--- src/hw/mvic_pkg.sv ---
// Package with constants and types for the vectored interrupt controller
`default_nettype none
package mvic_pkg;
  localparam int             NUM_SRC      = 16;
  localparam int             NUM_VEC      = 10;
  localparam int             NUM_PINS     = 6;
  localparam int             VEC_W        = 20;
  localparam int             IDX_W        = 4;
  localparam logic [19:0]    VEC_BASE     = 20'h00003;
  localparam logic [19:0]    VEC_STEP     = 20'h00008;
  localparam int             FILT_LEN     = 3;
  // Source bit positions inside the source flag word
  localparam int             SRC_PIN_A    = 0;
  localparam int             SRC_PIN_B    = 1;
  localparam int             SRC_PIN_C    = 2;
  localparam int             SRC_T0L      = 3;
  localparam int             SRC_PIN_E    = 4;
  localparam int             SRC_PIN_D    = 5;
  localparam int             SRC_PIN_F    = 6;
  localparam int             SRC_T0H      = 7;
  localparam int             SRC_SIO      = 8;
  localparam int             SRC_T1L      = 9;
  localparam int             SRC_T1H      = 10;
  localparam int             SRC_PULSE_COUNTER1_EVENT     = 11;
  localparam int             SRC_PULSE_COUNTER2_EVENT     = 12;
  localparam int             SRC_ADC      = 13;
  localparam int             SRC_PWM_STOP = 14;
  localparam int             SRC_PWM_CYC  = 15;
  // Pin positions in the pin words
  localparam int             PIN_A        = 0;
  localparam int             PIN_B        = 1;
  localparam int             PIN_C        = 2;
  // Reset values
  localparam logic [2:0]     INSVC_RST    = 3'h0;
  localparam logic [2:0]     FILT_RST     = 3'h0;

  typedef enum logic [1:0] {LVL_NONE, LVL_L, LVL_H, LVL_X} mvic_lvl_type;

  typedef enum logic [1:0] {SB_RUN, SB_HALT, SB_HOLD} mvic_sb_type;

  typedef enum logic {OF_IDLE, OF_OFFER} mvic_of_type;

  typedef struct packed {
    logic [19:0]  vector;
    mvic_lvl_type level;
  } mvic_offer_type;
endpackage : mvic_pkg
`default_nettype wire

--- src/hw/mvic_arbiter.sv ---
// Picks the winning vector: highest level first, then lowest vector index
`default_nettype none
module mvic_arbiter #(
  parameter int N = 10
) (
  input  wire logic [N-1:0]          req,
  input  wire mvic_pkg::mvic_lvl_type lvl [N],
  output logic                       found,
  output logic [3:0]                 idx,
  output mvic_pkg::mvic_lvl_type     level
);
  import mvic_pkg::*;

  // Scan downward so an equal level at a lower index overrides
  always_comb begin
    found = 1'b0;
    idx   = 4'h0;
    level = LVL_NONE;
    for (int i = N - 1; i >= 0; i--) begin
      if (req[i] && (lvl[i] >= level)) begin
        found = 1'b1;
        idx   = 4'(i);
        level = lvl[i];
      end
    end
  end
endmodule // mvic_arbiter
`default_nettype wire

--- src/hw/mvic_top.sv ---
// Multilevel vectored interrupt controller with standby control
`default_nettype none
module mvic_top (
  input  wire logic                    CLK_SYS,
  input  wire logic                    RST,
  input  wire logic [15:0]             SRC_FLAGS,
  input  wire logic [9:0]              LEVEL_UPPER,
  input  wire logic                    IRQ_ACK,
  input  wire logic                    IRQ_RETURN,
  output logic                         IRQ_REQ,
  output mvic_pkg::mvic_offer_type     IRQ_OFFER,
  output logic [2:0]                   IN_SERVICE,
  input  wire logic                    HALT_ENTER,
  input  wire logic                    HOLD_ENTER,
  input  wire logic [5:0]              EXT_PIN,
  input  wire logic [5:0]              PIN_LEVEL_HIGH,
  input  wire logic [1:0]              PIN_AB_LEVEL_MODE,
  input  wire logic                    CMP_OUT,
  input  wire logic                    CMP_TO_PIN_C,
  input  wire logic                    PIN_C_FILTER_EN,
  input  wire logic                    PIN_C_RISE,
  input  wire logic                    PIN_C_FALL,
  input  wire logic                    PIN_C_FLAG_CLR,
  output logic                         PIN_C_FLAG,
  input  wire logic                    RST_PIN_N,
  input  wire logic                    WDT_RESET,
  input  wire logic                    BOD_RESET,
  output logic                         CPU_RUN,
  output logic                         PERIPH_RUN,
  output logic                         FAST_OSC_STOP
);
  import mvic_pkg::*;

  logic [15:0]       src_all;
  logic [9:0]        vec_req;
  mvic_lvl_type      vec_lvl [NUM_VEC];
  logic              win_found;
  logic [3:0]        win_idx;
  mvic_lvl_type      win_lvl;
  mvic_lvl_type      cur_lvl;
  logic              accept_ok;
  logic              pin_c_raw;
  logic [2:0]        filt_reg;
  logic [2:0]        filt_next;
  logic              pin_c_q_reg;
  logic              pin_c_q_next;
  logic              pin_c_path;
  logic              pin_c_flag_reg;
  logic              pin_c_flag_next;
  logic              c_edge;
  logic [5:0]        pin_level;
  logic [5:0]        pin_hit;
  logic              hold_release;
  logic              any_reset;
  mvic_sb_type       sb_reg;
  mvic_sb_type       sb_next;
  mvic_of_type       of_reg;
  mvic_of_type       of_next;
  mvic_offer_type    offer_reg;
  mvic_offer_type    offer_next;
  logic [3:0]        offer_idx_reg;
  logic [3:0]        offer_idx_next;
  logic [2:0]        insvc_reg;
  logic [2:0]        insvc_next;

  // Pin C source: comparator replaces the pin when routed
  assign pin_c_raw = CMP_TO_PIN_C ? CMP_OUT : EXT_PIN[PIN_C];

  // Optional noise filter: all samples must agree before the path moves
  always_comb begin
    filt_next    = {filt_reg[1:0], pin_c_raw};
    pin_c_q_next = pin_c_q_reg;
    if (!PIN_C_FILTER_EN) begin
      pin_c_q_next = pin_c_raw;
    end else if (filt_reg == {FILT_LEN{1'b1}}) begin
      pin_c_q_next = 1'b1;
    end else if (filt_reg == {FILT_LEN{1'b0}}) begin
      pin_c_q_next = 1'b0;
    end
  end

  // Edge detection sets the pin C flag; a set beats a clear
  assign pin_c_path = pin_c_q_next;
  assign c_edge     = (PIN_C_RISE && pin_c_path && !pin_c_q_reg) ||
                      (PIN_C_FALL && !pin_c_path && pin_c_q_reg);
  always_comb begin
    pin_c_flag_next = pin_c_flag_reg;
    if (PIN_C_FLAG_CLR) begin
      pin_c_flag_next = 1'b0;
    end
    if (c_edge) begin
      pin_c_flag_next = 1'b1;
    end
  end

  always_ff @(posedge CLK_SYS or posedge RST) begin
    if (RST) begin
      filt_reg       <= FILT_RST;
      pin_c_q_reg    <= 1'b0;
      pin_c_flag_reg <= 1'b0;
    end else begin
      filt_reg       <= filt_next;
      pin_c_q_reg    <= pin_c_q_next;
      pin_c_flag_reg <= pin_c_flag_next;
    end
  end
  assign PIN_C_FLAG = pin_c_flag_reg;

  // Source word with the internal pin C flag merged in
  always_comb begin
    src_all            = SRC_FLAGS;
    src_all[SRC_PIN_C] = SRC_FLAGS[SRC_PIN_C] | pin_c_flag_reg;
  end

  // Sixteen sources folded onto ten vectors, the last one empty
  assign vec_req[0] = src_all[SRC_PIN_A];
  assign vec_req[1] = src_all[SRC_PIN_B];
  assign vec_req[2] = src_all[SRC_PIN_C] | src_all[SRC_T0L] | src_all[SRC_PIN_E];
  assign vec_req[3] = src_all[SRC_PIN_D] | src_all[SRC_PIN_F];
  assign vec_req[4] = src_all[SRC_T0H] | src_all[SRC_SIO];
  assign vec_req[5] = src_all[SRC_T1L] | src_all[SRC_T1H];
  assign vec_req[6] = src_all[SRC_PULSE_COUNTER1_EVENT];
  assign vec_req[7] = src_all[SRC_PULSE_COUNTER2_EVENT];
  assign vec_req[8] = src_all[SRC_ADC] | src_all[SRC_PWM_STOP] | src_all[SRC_PWM_CYC];
  assign vec_req[9] = 1'b0;

  // Per-vector level: first two choose top or low, rest high or low
  for (genvar v = 0; v < NUM_VEC; v++) begin : g_lvl
    if (v < 2) begin : g_top
      assign vec_lvl[v] = LEVEL_UPPER[v] ? LVL_X : LVL_L;
    end else begin : g_high
      assign vec_lvl[v] = LEVEL_UPPER[v] ? LVL_H : LVL_L;
    end
  end

  mvic_arbiter #(
    .N     (NUM_VEC)
  ) u_arb (
    .req   (vec_req),
    .lvl   (vec_lvl),
    .found (win_found),
    .idx   (win_idx),
    .level (win_lvl)
  );

  // Level of the interrupt now in service, highest nested one
  always_comb begin
    cur_lvl = LVL_NONE;
    if (insvc_reg[2]) begin
      cur_lvl = LVL_X;
    end else if (insvc_reg[1]) begin
      cur_lvl = LVL_H;
    end else if (insvc_reg[0]) begin
      cur_lvl = LVL_L;
    end
  end
  assign accept_ok = win_found && (win_lvl > cur_lvl);

  // Offer sequencer and in-service tracking
  always_comb begin
    of_next        = of_reg;
    offer_next     = offer_reg;
    offer_idx_next = offer_idx_reg;
    insvc_next     = insvc_reg;
    if (IRQ_RETURN) begin
      if (insvc_reg[2]) begin
        insvc_next[2] = 1'b0;
      end else if (insvc_reg[1]) begin
        insvc_next[1] = 1'b0;
      end else begin
        insvc_next[0] = 1'b0;
      end
    end
    unique case (of_reg)
      OF_IDLE: begin
        if (accept_ok && (sb_reg != SB_HOLD)) begin
          of_next          = OF_OFFER;
          offer_idx_next   = win_idx;
          offer_next.level = win_lvl;
          offer_next.vector = VEC_BASE + (VEC_STEP * 20'(win_idx));
        end
      end
      OF_OFFER: begin
        if (IRQ_ACK) begin
          of_next = OF_IDLE;
          unique case (offer_reg.level)
            LVL_X:   insvc_next[2] = 1'b1;
            LVL_H:   insvc_next[1] = 1'b1;
            default: insvc_next[0] = 1'b1;
          endcase
        end else if (!vec_req[offer_idx_reg]) begin
          of_next = OF_IDLE; // Source cleared before being taken
        end
      end
    endcase
  end

  always_ff @(posedge CLK_SYS or posedge RST) begin
    if (RST) begin
      of_reg        <= OF_IDLE;
      offer_reg     <= '0;
      offer_idx_reg <= 4'h0;
      insvc_reg     <= INSVC_RST;
    end else begin
      of_reg        <= of_next;
      offer_reg     <= offer_next;
      offer_idx_reg <= offer_idx_next;
      insvc_reg     <= insvc_next;
    end
  end
  assign IRQ_REQ    = (of_reg == OF_OFFER);
  assign IRQ_OFFER  = offer_reg;
  assign IN_SERVICE = insvc_reg;

  // Hold release: pin at its level; A and B only in level mode
  assign pin_level = {EXT_PIN[5:3], pin_c_raw, EXT_PIN[1:0]};
  always_comb begin
    pin_hit = ~(pin_level ^ PIN_LEVEL_HIGH);
    pin_hit[PIN_A] = pin_hit[PIN_A] & PIN_AB_LEVEL_MODE[0];
    pin_hit[PIN_B] = pin_hit[PIN_B] & PIN_AB_LEVEL_MODE[1];
  end
  assign hold_release = |pin_hit;
  assign any_reset    = !RST_PIN_N || WDT_RESET || BOD_RESET;

  // Standby state machine
  always_comb begin
    sb_next = sb_reg;
    unique case (sb_reg)
      SB_RUN: begin
        if (HOLD_ENTER) begin
          sb_next = SB_HOLD;
        end else if (HALT_ENTER) begin
          sb_next = SB_HALT;
        end
      end
      SB_HALT: begin
        if (any_reset || accept_ok) begin
          sb_next = SB_RUN;
        end
      end
      SB_HOLD: begin
        if (any_reset || hold_release) begin
          sb_next = SB_RUN;
        end
      end
      default: sb_next = SB_RUN;
    endcase
  end

  always_ff @(posedge CLK_SYS or posedge RST) begin
    if (RST) begin
      sb_reg <= SB_RUN;
    end else begin
      sb_reg <= sb_next;
    end
  end
  assign CPU_RUN       = (sb_reg == SB_RUN);
  assign PERIPH_RUN    = (sb_reg != SB_HOLD);
  assign FAST_OSC_STOP = (sb_reg == SB_HOLD);
endmodule // mvic_top
`default_nettype wire

--- config.mk ---
export PLATFORM = sky130hd
export DESIGN_NAME = mvic_top
export DESIGN_NICKNAME = d
export VERILOG_FILES = /design/src/hw/mvic_pkg.sv /design/src/hw/mvic_arbiter.sv /design/src/hw/mvic_top.sv
export SDC_FILE = /design/constraint.sdc
export NUM_CORES = 1
export LEC_CHECK = 0
export BUFFER_PORTS_ARGS = -buffer_cell sky130_fd_sc_hd__buf_4
export CAP_MARGIN = 25
export CELL_PAD_IN_SITES_DETAIL_PLACEMENT = 1
export CELL_PAD_IN_SITES_GLOBAL_PLACEMENT = 1
export CORE_MARGIN = 4
export CORE_UTILIZATION = 30
export CTS_CLUSTER_DIAMETER = 30
export DETAILED_ROUTE_END_ITERATION = 10
export GPL_ROUTABILITY_DRIVEN = 0
export PLACE_DENSITY = 0.79
export SLEW_MARGIN = 20
export SYNTH_ARGS = -nofsm -noshare
export SYNTH_HDL_FRONTEND = slang
export SYNTH_SLANG_ARGS = --single-unit
export TNS_END_PERCENT = 50
--- constraint.sdc ---
create_clock -name CLK_SYS -period 3 [get_ports CLK_SYS]
set_input_delay 0.45 -clock CLK_SYS [delete_from_list [all_inputs] [get_ports CLK_SYS]]
set_output_delay 0.45 -clock CLK_SYS [all_outputs]
set_load 0.01 [all_outputs]
Word-level counts from Yosys, hierarchy flattened
Cells that the tools add are included.
- register bits: 37
- output and inout port bits: 30
- word-level logic and storage cells: 137
- add/sub/neg operators: 1
- magnitude comparators: 11
- equality and inequality tests: 9
- multiplexer cells: 64
- bitwise gates (word level): 13
- reductions and logical operators: 30
- operators by type and width (kind ; number):
    two-way mux 2 bit ; 25
    two-way mux 4 bit ; 9
    two-way mux 1 bit ; 24
    >= comparator 2 bit ; 8
    logical AND 1 bit ; 15
    two-way mux 3 bit ; 3
    adder 2 x 7 -> 8 bit, first input constant ; 1
    OR 1 bit ; 8
    == test 2 bit, second input constant ; 3
    inverter 6 bit ; 1
    case mux 2 bit (3 select lines) ; 1
    OR reduction 6 bit ; 1
    bitwise XOR 6 bit ; 1
    logical OR 1 bit ; 5
    < comparator 4 x 5 -> 1 bit, second input constant ; 1
    binary-select mux 1 bit (select 4 bit) ; 1
    != test 2 bit, second input constant ; 2
    == test 3 bit, second input constant ; 1
    logical NOT 1 bit ; 3
    logical NOT 3 bit ; 1
    != test 3 bit, second input constant ; 1
    AND reduction 3 bit ; 1
    AND 1 bit ; 2
    == test 2 x 1 -> 1 bit, second input constant ; 1
    other kinds (9) ; 9

Depth between registers and ports, before layout
- depth after elaboration: 33
- gate-level depth with buffers: 39
- gate-level depth less buffers: 39

Cells and area by module
Synthesis repeated with hierarchy kept, for this count alone.
- cell total of the unflattened synthesis: 255
- area, all modules: 2042.0 µm²
- by module, submodules not included (module ; instances ; cells an instance ; area an instance (µm²) ; sequential area each (µm²)):
    mvic_top ; 1 ; 130 ; 1163.6 ; 450.4
    mvic_arbiter ; 1 ; 125 ; 878.3 ; 0.0

Least setup slack after synthesis
No wires, ideal clock.
- path type: input to register
- from: in SRC_FLAGS[14]
- to: reg offer_reg, in the netlist IRQ_OFFER[1]
- setup time: 0.125 ns
- arrival: 8.346 ns
- data required time: 2.875 ns
- path slack: -5.470 ns
- stages: 37
- buffers on the path: 0
- path through: nor3_1 -> nor2_1 -> ha_1 -> or3b_4 -> a21oi_1 -> nor2_1 -> ha_1 -> o21ai_0 -> or2_2 -> a31oi_1 -> ha_1 -> nor2b_1 -> o311ai_0 -> and3b_1 -> nor2_1 -> ha_1 -> nand2b_1 -> a21oi_1 -> a21oi_2 -> o31ai_1 -> ha_1 -> nand2b_1 -> o31ai_1 -> o21ai_1 -> o21ai_0 -> inv_1 -> ha_1 -> nand2b_1 -> nand4_1 -> nand2_1 -> o311ai_0 -> o211a_1 -> ha_1 -> nand2_1 -> o21ai_0 -> a2111oi_4 -> mux2_2
- cells in the longest elaborated chain, start to end: 32
- elaborated cells on any way between the ends: 41
- classes of those cells: 9 x order compare; 18 x mux; 2 x bitwise; 12 x reduce/logical
- RTL lines (what ; RTL line ; text):
    start, declared ; mvic_top.sv:6 ; input wire logic [15:0] SRC_FLAGS,
    OR 1 bit * (2 in series) ; mvic_top.sv:124 ; assign vec_req[8] = src_all[SRC_ADC] | src_all[SRC_PWM_STOP] | src_all[SRC_PWM_CYC];
    logical AND 1 bit * ; mvic_arbiter.sv:20 ; if (req[i] && (lvl[i] >= level)) begin
    two-way mux 2 bit ; mvic_arbiter.sv:20 ;
    >= comparator 2 bit ; mvic_arbiter.sv:20 ;
    logical AND 1 bit ; mvic_arbiter.sv:20 ;
    two-way mux 2 bit ; mvic_arbiter.sv:20 ;
    >= comparator 2 bit ; mvic_arbiter.sv:20 ;
    logical AND 1 bit ; mvic_arbiter.sv:20 ;
    (+15 left out) ; -- ;
    two-way mux 2 bit ; mvic_arbiter.sv:20 ;
    >= comparator 2 bit ; mvic_arbiter.sv:20 ;
    logical AND 1 bit ; mvic_arbiter.sv:20 ;
    two-way mux 2 bit ; mvic_arbiter.sv:20 ;
    greater-than comparator 2 bit ; mvic_top.sv:157 ; assign accept_ok = win_found && (win_lvl > cur_lvl);
    logical AND 1 bit ; mvic_top.sv:157 ;
    logical AND 1 bit ; mvic_top.sv:176 ; if (accept_ok && (sb_reg != SB_HOLD)) begin
    AND reduction 2 bit (no line) ; -- ;
    end signal, assigned ; mvic_top.sv:206 ; offer_reg <= offer_next;
    end, declared ; mvic_top.sv:59 ; mvic_offer_type offer_reg;
Every way passes the cells marked *; elsewhere a longest branch is shown, timed or not.
A chain may end at the register's enable or synchronous reset.

Worst setup path after layout
- from: in SRC_FLAGS[15]
- to: reg offer_reg, in the netlist IRQ_OFFER[1]
- cells in the longest elaborated chain, start to end: 31
- elaborated cells on any way between the ends: 40
- classes of those cells: 9 x order compare; 18 x mux; 1 x bitwise; 12 x reduce/logical
- RTL lines (what ; RTL line):
    OR 1 bit * ; mvic_top.sv:124
    logical AND 1 bit * ; mvic_arbiter.sv:20
    two-way mux 2 bit ; mvic_arbiter.sv:20
    >= comparator 2 bit ; mvic_arbiter.sv:20
    logical AND 1 bit ; mvic_arbiter.sv:20
    two-way mux 2 bit ; mvic_arbiter.sv:20
    >= comparator 2 bit ; mvic_arbiter.sv:20
    logical AND 1 bit ; mvic_arbiter.sv:20
    (+15 left out) ; --
    two-way mux 2 bit ; mvic_arbiter.sv:20
    >= comparator 2 bit ; mvic_arbiter.sv:20
    logical AND 1 bit ; mvic_arbiter.sv:20
    two-way mux 2 bit ; mvic_arbiter.sv:20
    greater-than comparator 2 bit ; mvic_top.sv:157
    logical AND 1 bit ; mvic_top.sv:157
    logical AND 1 bit ; mvic_top.sv:176
    AND reduction 2 bit (no line) ; --
Marks and branches as above.

==> metrics <==
vias in the first global route 2425; Met1 Wirelength ~3100 um; cell taking the most area after synthesis dfrtp_1; Remaining DRCs 0; Placement Rows 27; CP Launch Type primary input; CP required 3140 ps; Worst Max-Slew Pin Slew 717.8 ps; vias per inst 5.246; area share of the largest cell type after synthesis 0.2550; # diodes 0; clock buffer depth 2; worst hold slack roughly 300 ps; clock tree from TritonCTS done; First-pass DRT Iterations 4; placed inst area 2794 um2; Overflow after GRT 0; Worst-path clk slew approximately 70 ps; Final nets between 400 and 500; share of layout cells above drive strength 1 0.5487; Slowest-stage cell, CP or3b_4; metal3 WL 356 um; register area share after synthesis 0.2550; first-pass GRT wire length between 10000 and 15000 um; asr flop ratio synth 1.000; Filler Cell Count 675; type of the tightest min-delay check primary input to asynchronous set/reset pin; type of the worst setup path primary input to flip-flop; Avg Inst Size Synth 8.256 um2; dpl hpwl 5098 um; met2 WL post-DR 4372 um; final hold vios 0; storage element area 450.4 um2; count leader, synth nand2_1; Clk Latency, worst-skew pair 260 ps; pwr dens roughly 520 nW/um2; dpl cells 402; critical path launch point SRC_FLAGS[15]; Root Buffer clkbuf_8; initial antenna violation count 0; Synth Cell Area 1767 um2; Synth Warn # 0; max-slew headroom at the worst pin 0.5171; CP endpoint kind flip-flop; CP most frequent cell ha_4; vias 2261; clk_skew 2.700 ps; cell count after synthesis 214; register bit total from synthesis 18; largest net degree at the start of global routing 19; die width 84.74 um; worst r2r src PIN_C_FLAG; DR iter-0 viols a little over 100; Design Power 0.001680 W; Detailed Route WL 8017 um; RSZ-0062 raised after global routing yes; FF-to-FF path depth 10; crit path time final 7524 ps; Initial Utilization 0.3150; Leak about 1.6 nW; Cell variety after synth 56; final setup fails 9; Synth Flop Type dfrtp_1; failing checks setup timing; pre-CTS setup slack -4769 ps; die area 7181 um2; worst setup margin -4524 ps; average wire per standard cell roughly 19 um; Final Max Slew Viols 0; antenna-violating nets left 0; Multi-input gate area 1473 um2; CTS hold repair buffers 0; IO Port Bufs just under 70; max reg flops 4; commonest cells in the netlist nand2_1 (20), o21ai_0 (19), dfrtp_1 (18), nor2_1 (17), buf_4 (15); number of enable flip-flop cells after synthesis 0; core area 5608 um2; number of max-cap violations 0; CP Data Arrival Time 7670 ps; Period Utilization, post-route 2.508; gr usage total 0.1976; CTS Buf Count 3; Worst path max stage delay 440 ps; I/O pin count 85; chip height roughly 85 um; status finished with violations; Crit Path Max Fanout 4; maximum clock rate 132.9 MHz; DR top layer met4; Peak supply drop 352.7 uV; Post-Layout Cell Count 431; H-tree depth 1; area growth from synthesis to layout 82.15%; CTS Sinks 18; area of all placed cells without fillers 3218 um2; top cells by area, synth dfrtp_1 (25%), ha_1 (7.1%), buf_4 (6.4%), o21ai_0 (5.4%), nand2_1 (4.2%)
[cell usage in the layout (no fill, tap or decap), types with 4 or more instances in the layout]
master   instances
mux2_4           5
ha_4             5
nor2b_1          5
a21oi_1          7
dfrtp_1         18
buf_6            4
o21ai_0         16
inv_1           14
buf_4          140
and3_1           4
nor2_1          14
ha_1             5
nand2_1         18
conb_1          14
xnor2_1          4
nand4_1          4
[what timing repair did]
action                     in CTS  in global routing
pin swaps                      28                 30
resized for setup              15                 17
setup endpoints to repair       9                  9
buffers inserted               13                 13
[critical path, delay by kind of cell]
family,cells,cell delay (ps)
AOI/OAI and AO/OA,11,1860
adders and majority gates,7,1750
buffers and inverters,5,660
muxes,1,300
and+or+nand+nor,16,2630
[per-layer routing]
metal  track usage  up-vias
met5             0        -
met3       0.02552       16
li1              -     1050
met4       0.06619        0
met1        0.2193     1123
met2        0.3815       72
[kinds of logic (layout without fill, tap and decap cells)]
kind of cell / after synthesis / after routing / share of synthesized area
AO/OA/AOI/OAI: 58 / 58 / 0.2302
other: 1 / 14 / 0.002123
AND/OR/NAND/NOR: 82 / 82 / 0.2550
adder cells (fa/ha/maj): 10 / 10 / 0.07082
buffers and inverters: 30 / 162 / 0.09561
XOR/XNOR: 6 / 6 / 0.02974
flip-flops: 18 / 18 / 0.2550
multiplexers: 9 / 9 / 0.06161
[layout make-up]
class / instances / share of cell area
well taps: 72 / 0.02799
flip-flops and latches: 18 / 0.1400
repair buffers: 145 / 0.3453
multi-input cells: 179 / 0.4576
clock buffers: 3 / 0.01283
inverters: 14 / 0.01633
[path summary, 6_finish.rpt]
kind                                     to  slack [ps]
setup / recovery               IRQ_OFFER[1]       -4520
hold / removal                IN_SERVICE[0]         300
setup reg to reg               IRQ_OFFER[1]         -60
hold reg to reg                 filt_reg[2]         420
max in group asynchronous  offer_idx_reg[0]        2270
min in group CLK_SYS          IN_SERVICE[2]         380
[metrics by stage]
stage,util,setup TNS [ps]
finish,0.5739,-40010
global route,0.5739,-42280
CTS,0.5399,-39480
detailed placement,0.4982,-42150
global placement,0.4982,-39060
floorplan,-,-39640
[power breakdown]
group	total, W	internal [W]	switching (W)
clock	0.000171	0.0000894	0.0000820
sequential	0.000392	0.000303	0.0000892
combinational	0.00112	0.000603	0.000513
(Power assumes the default switching activity.)
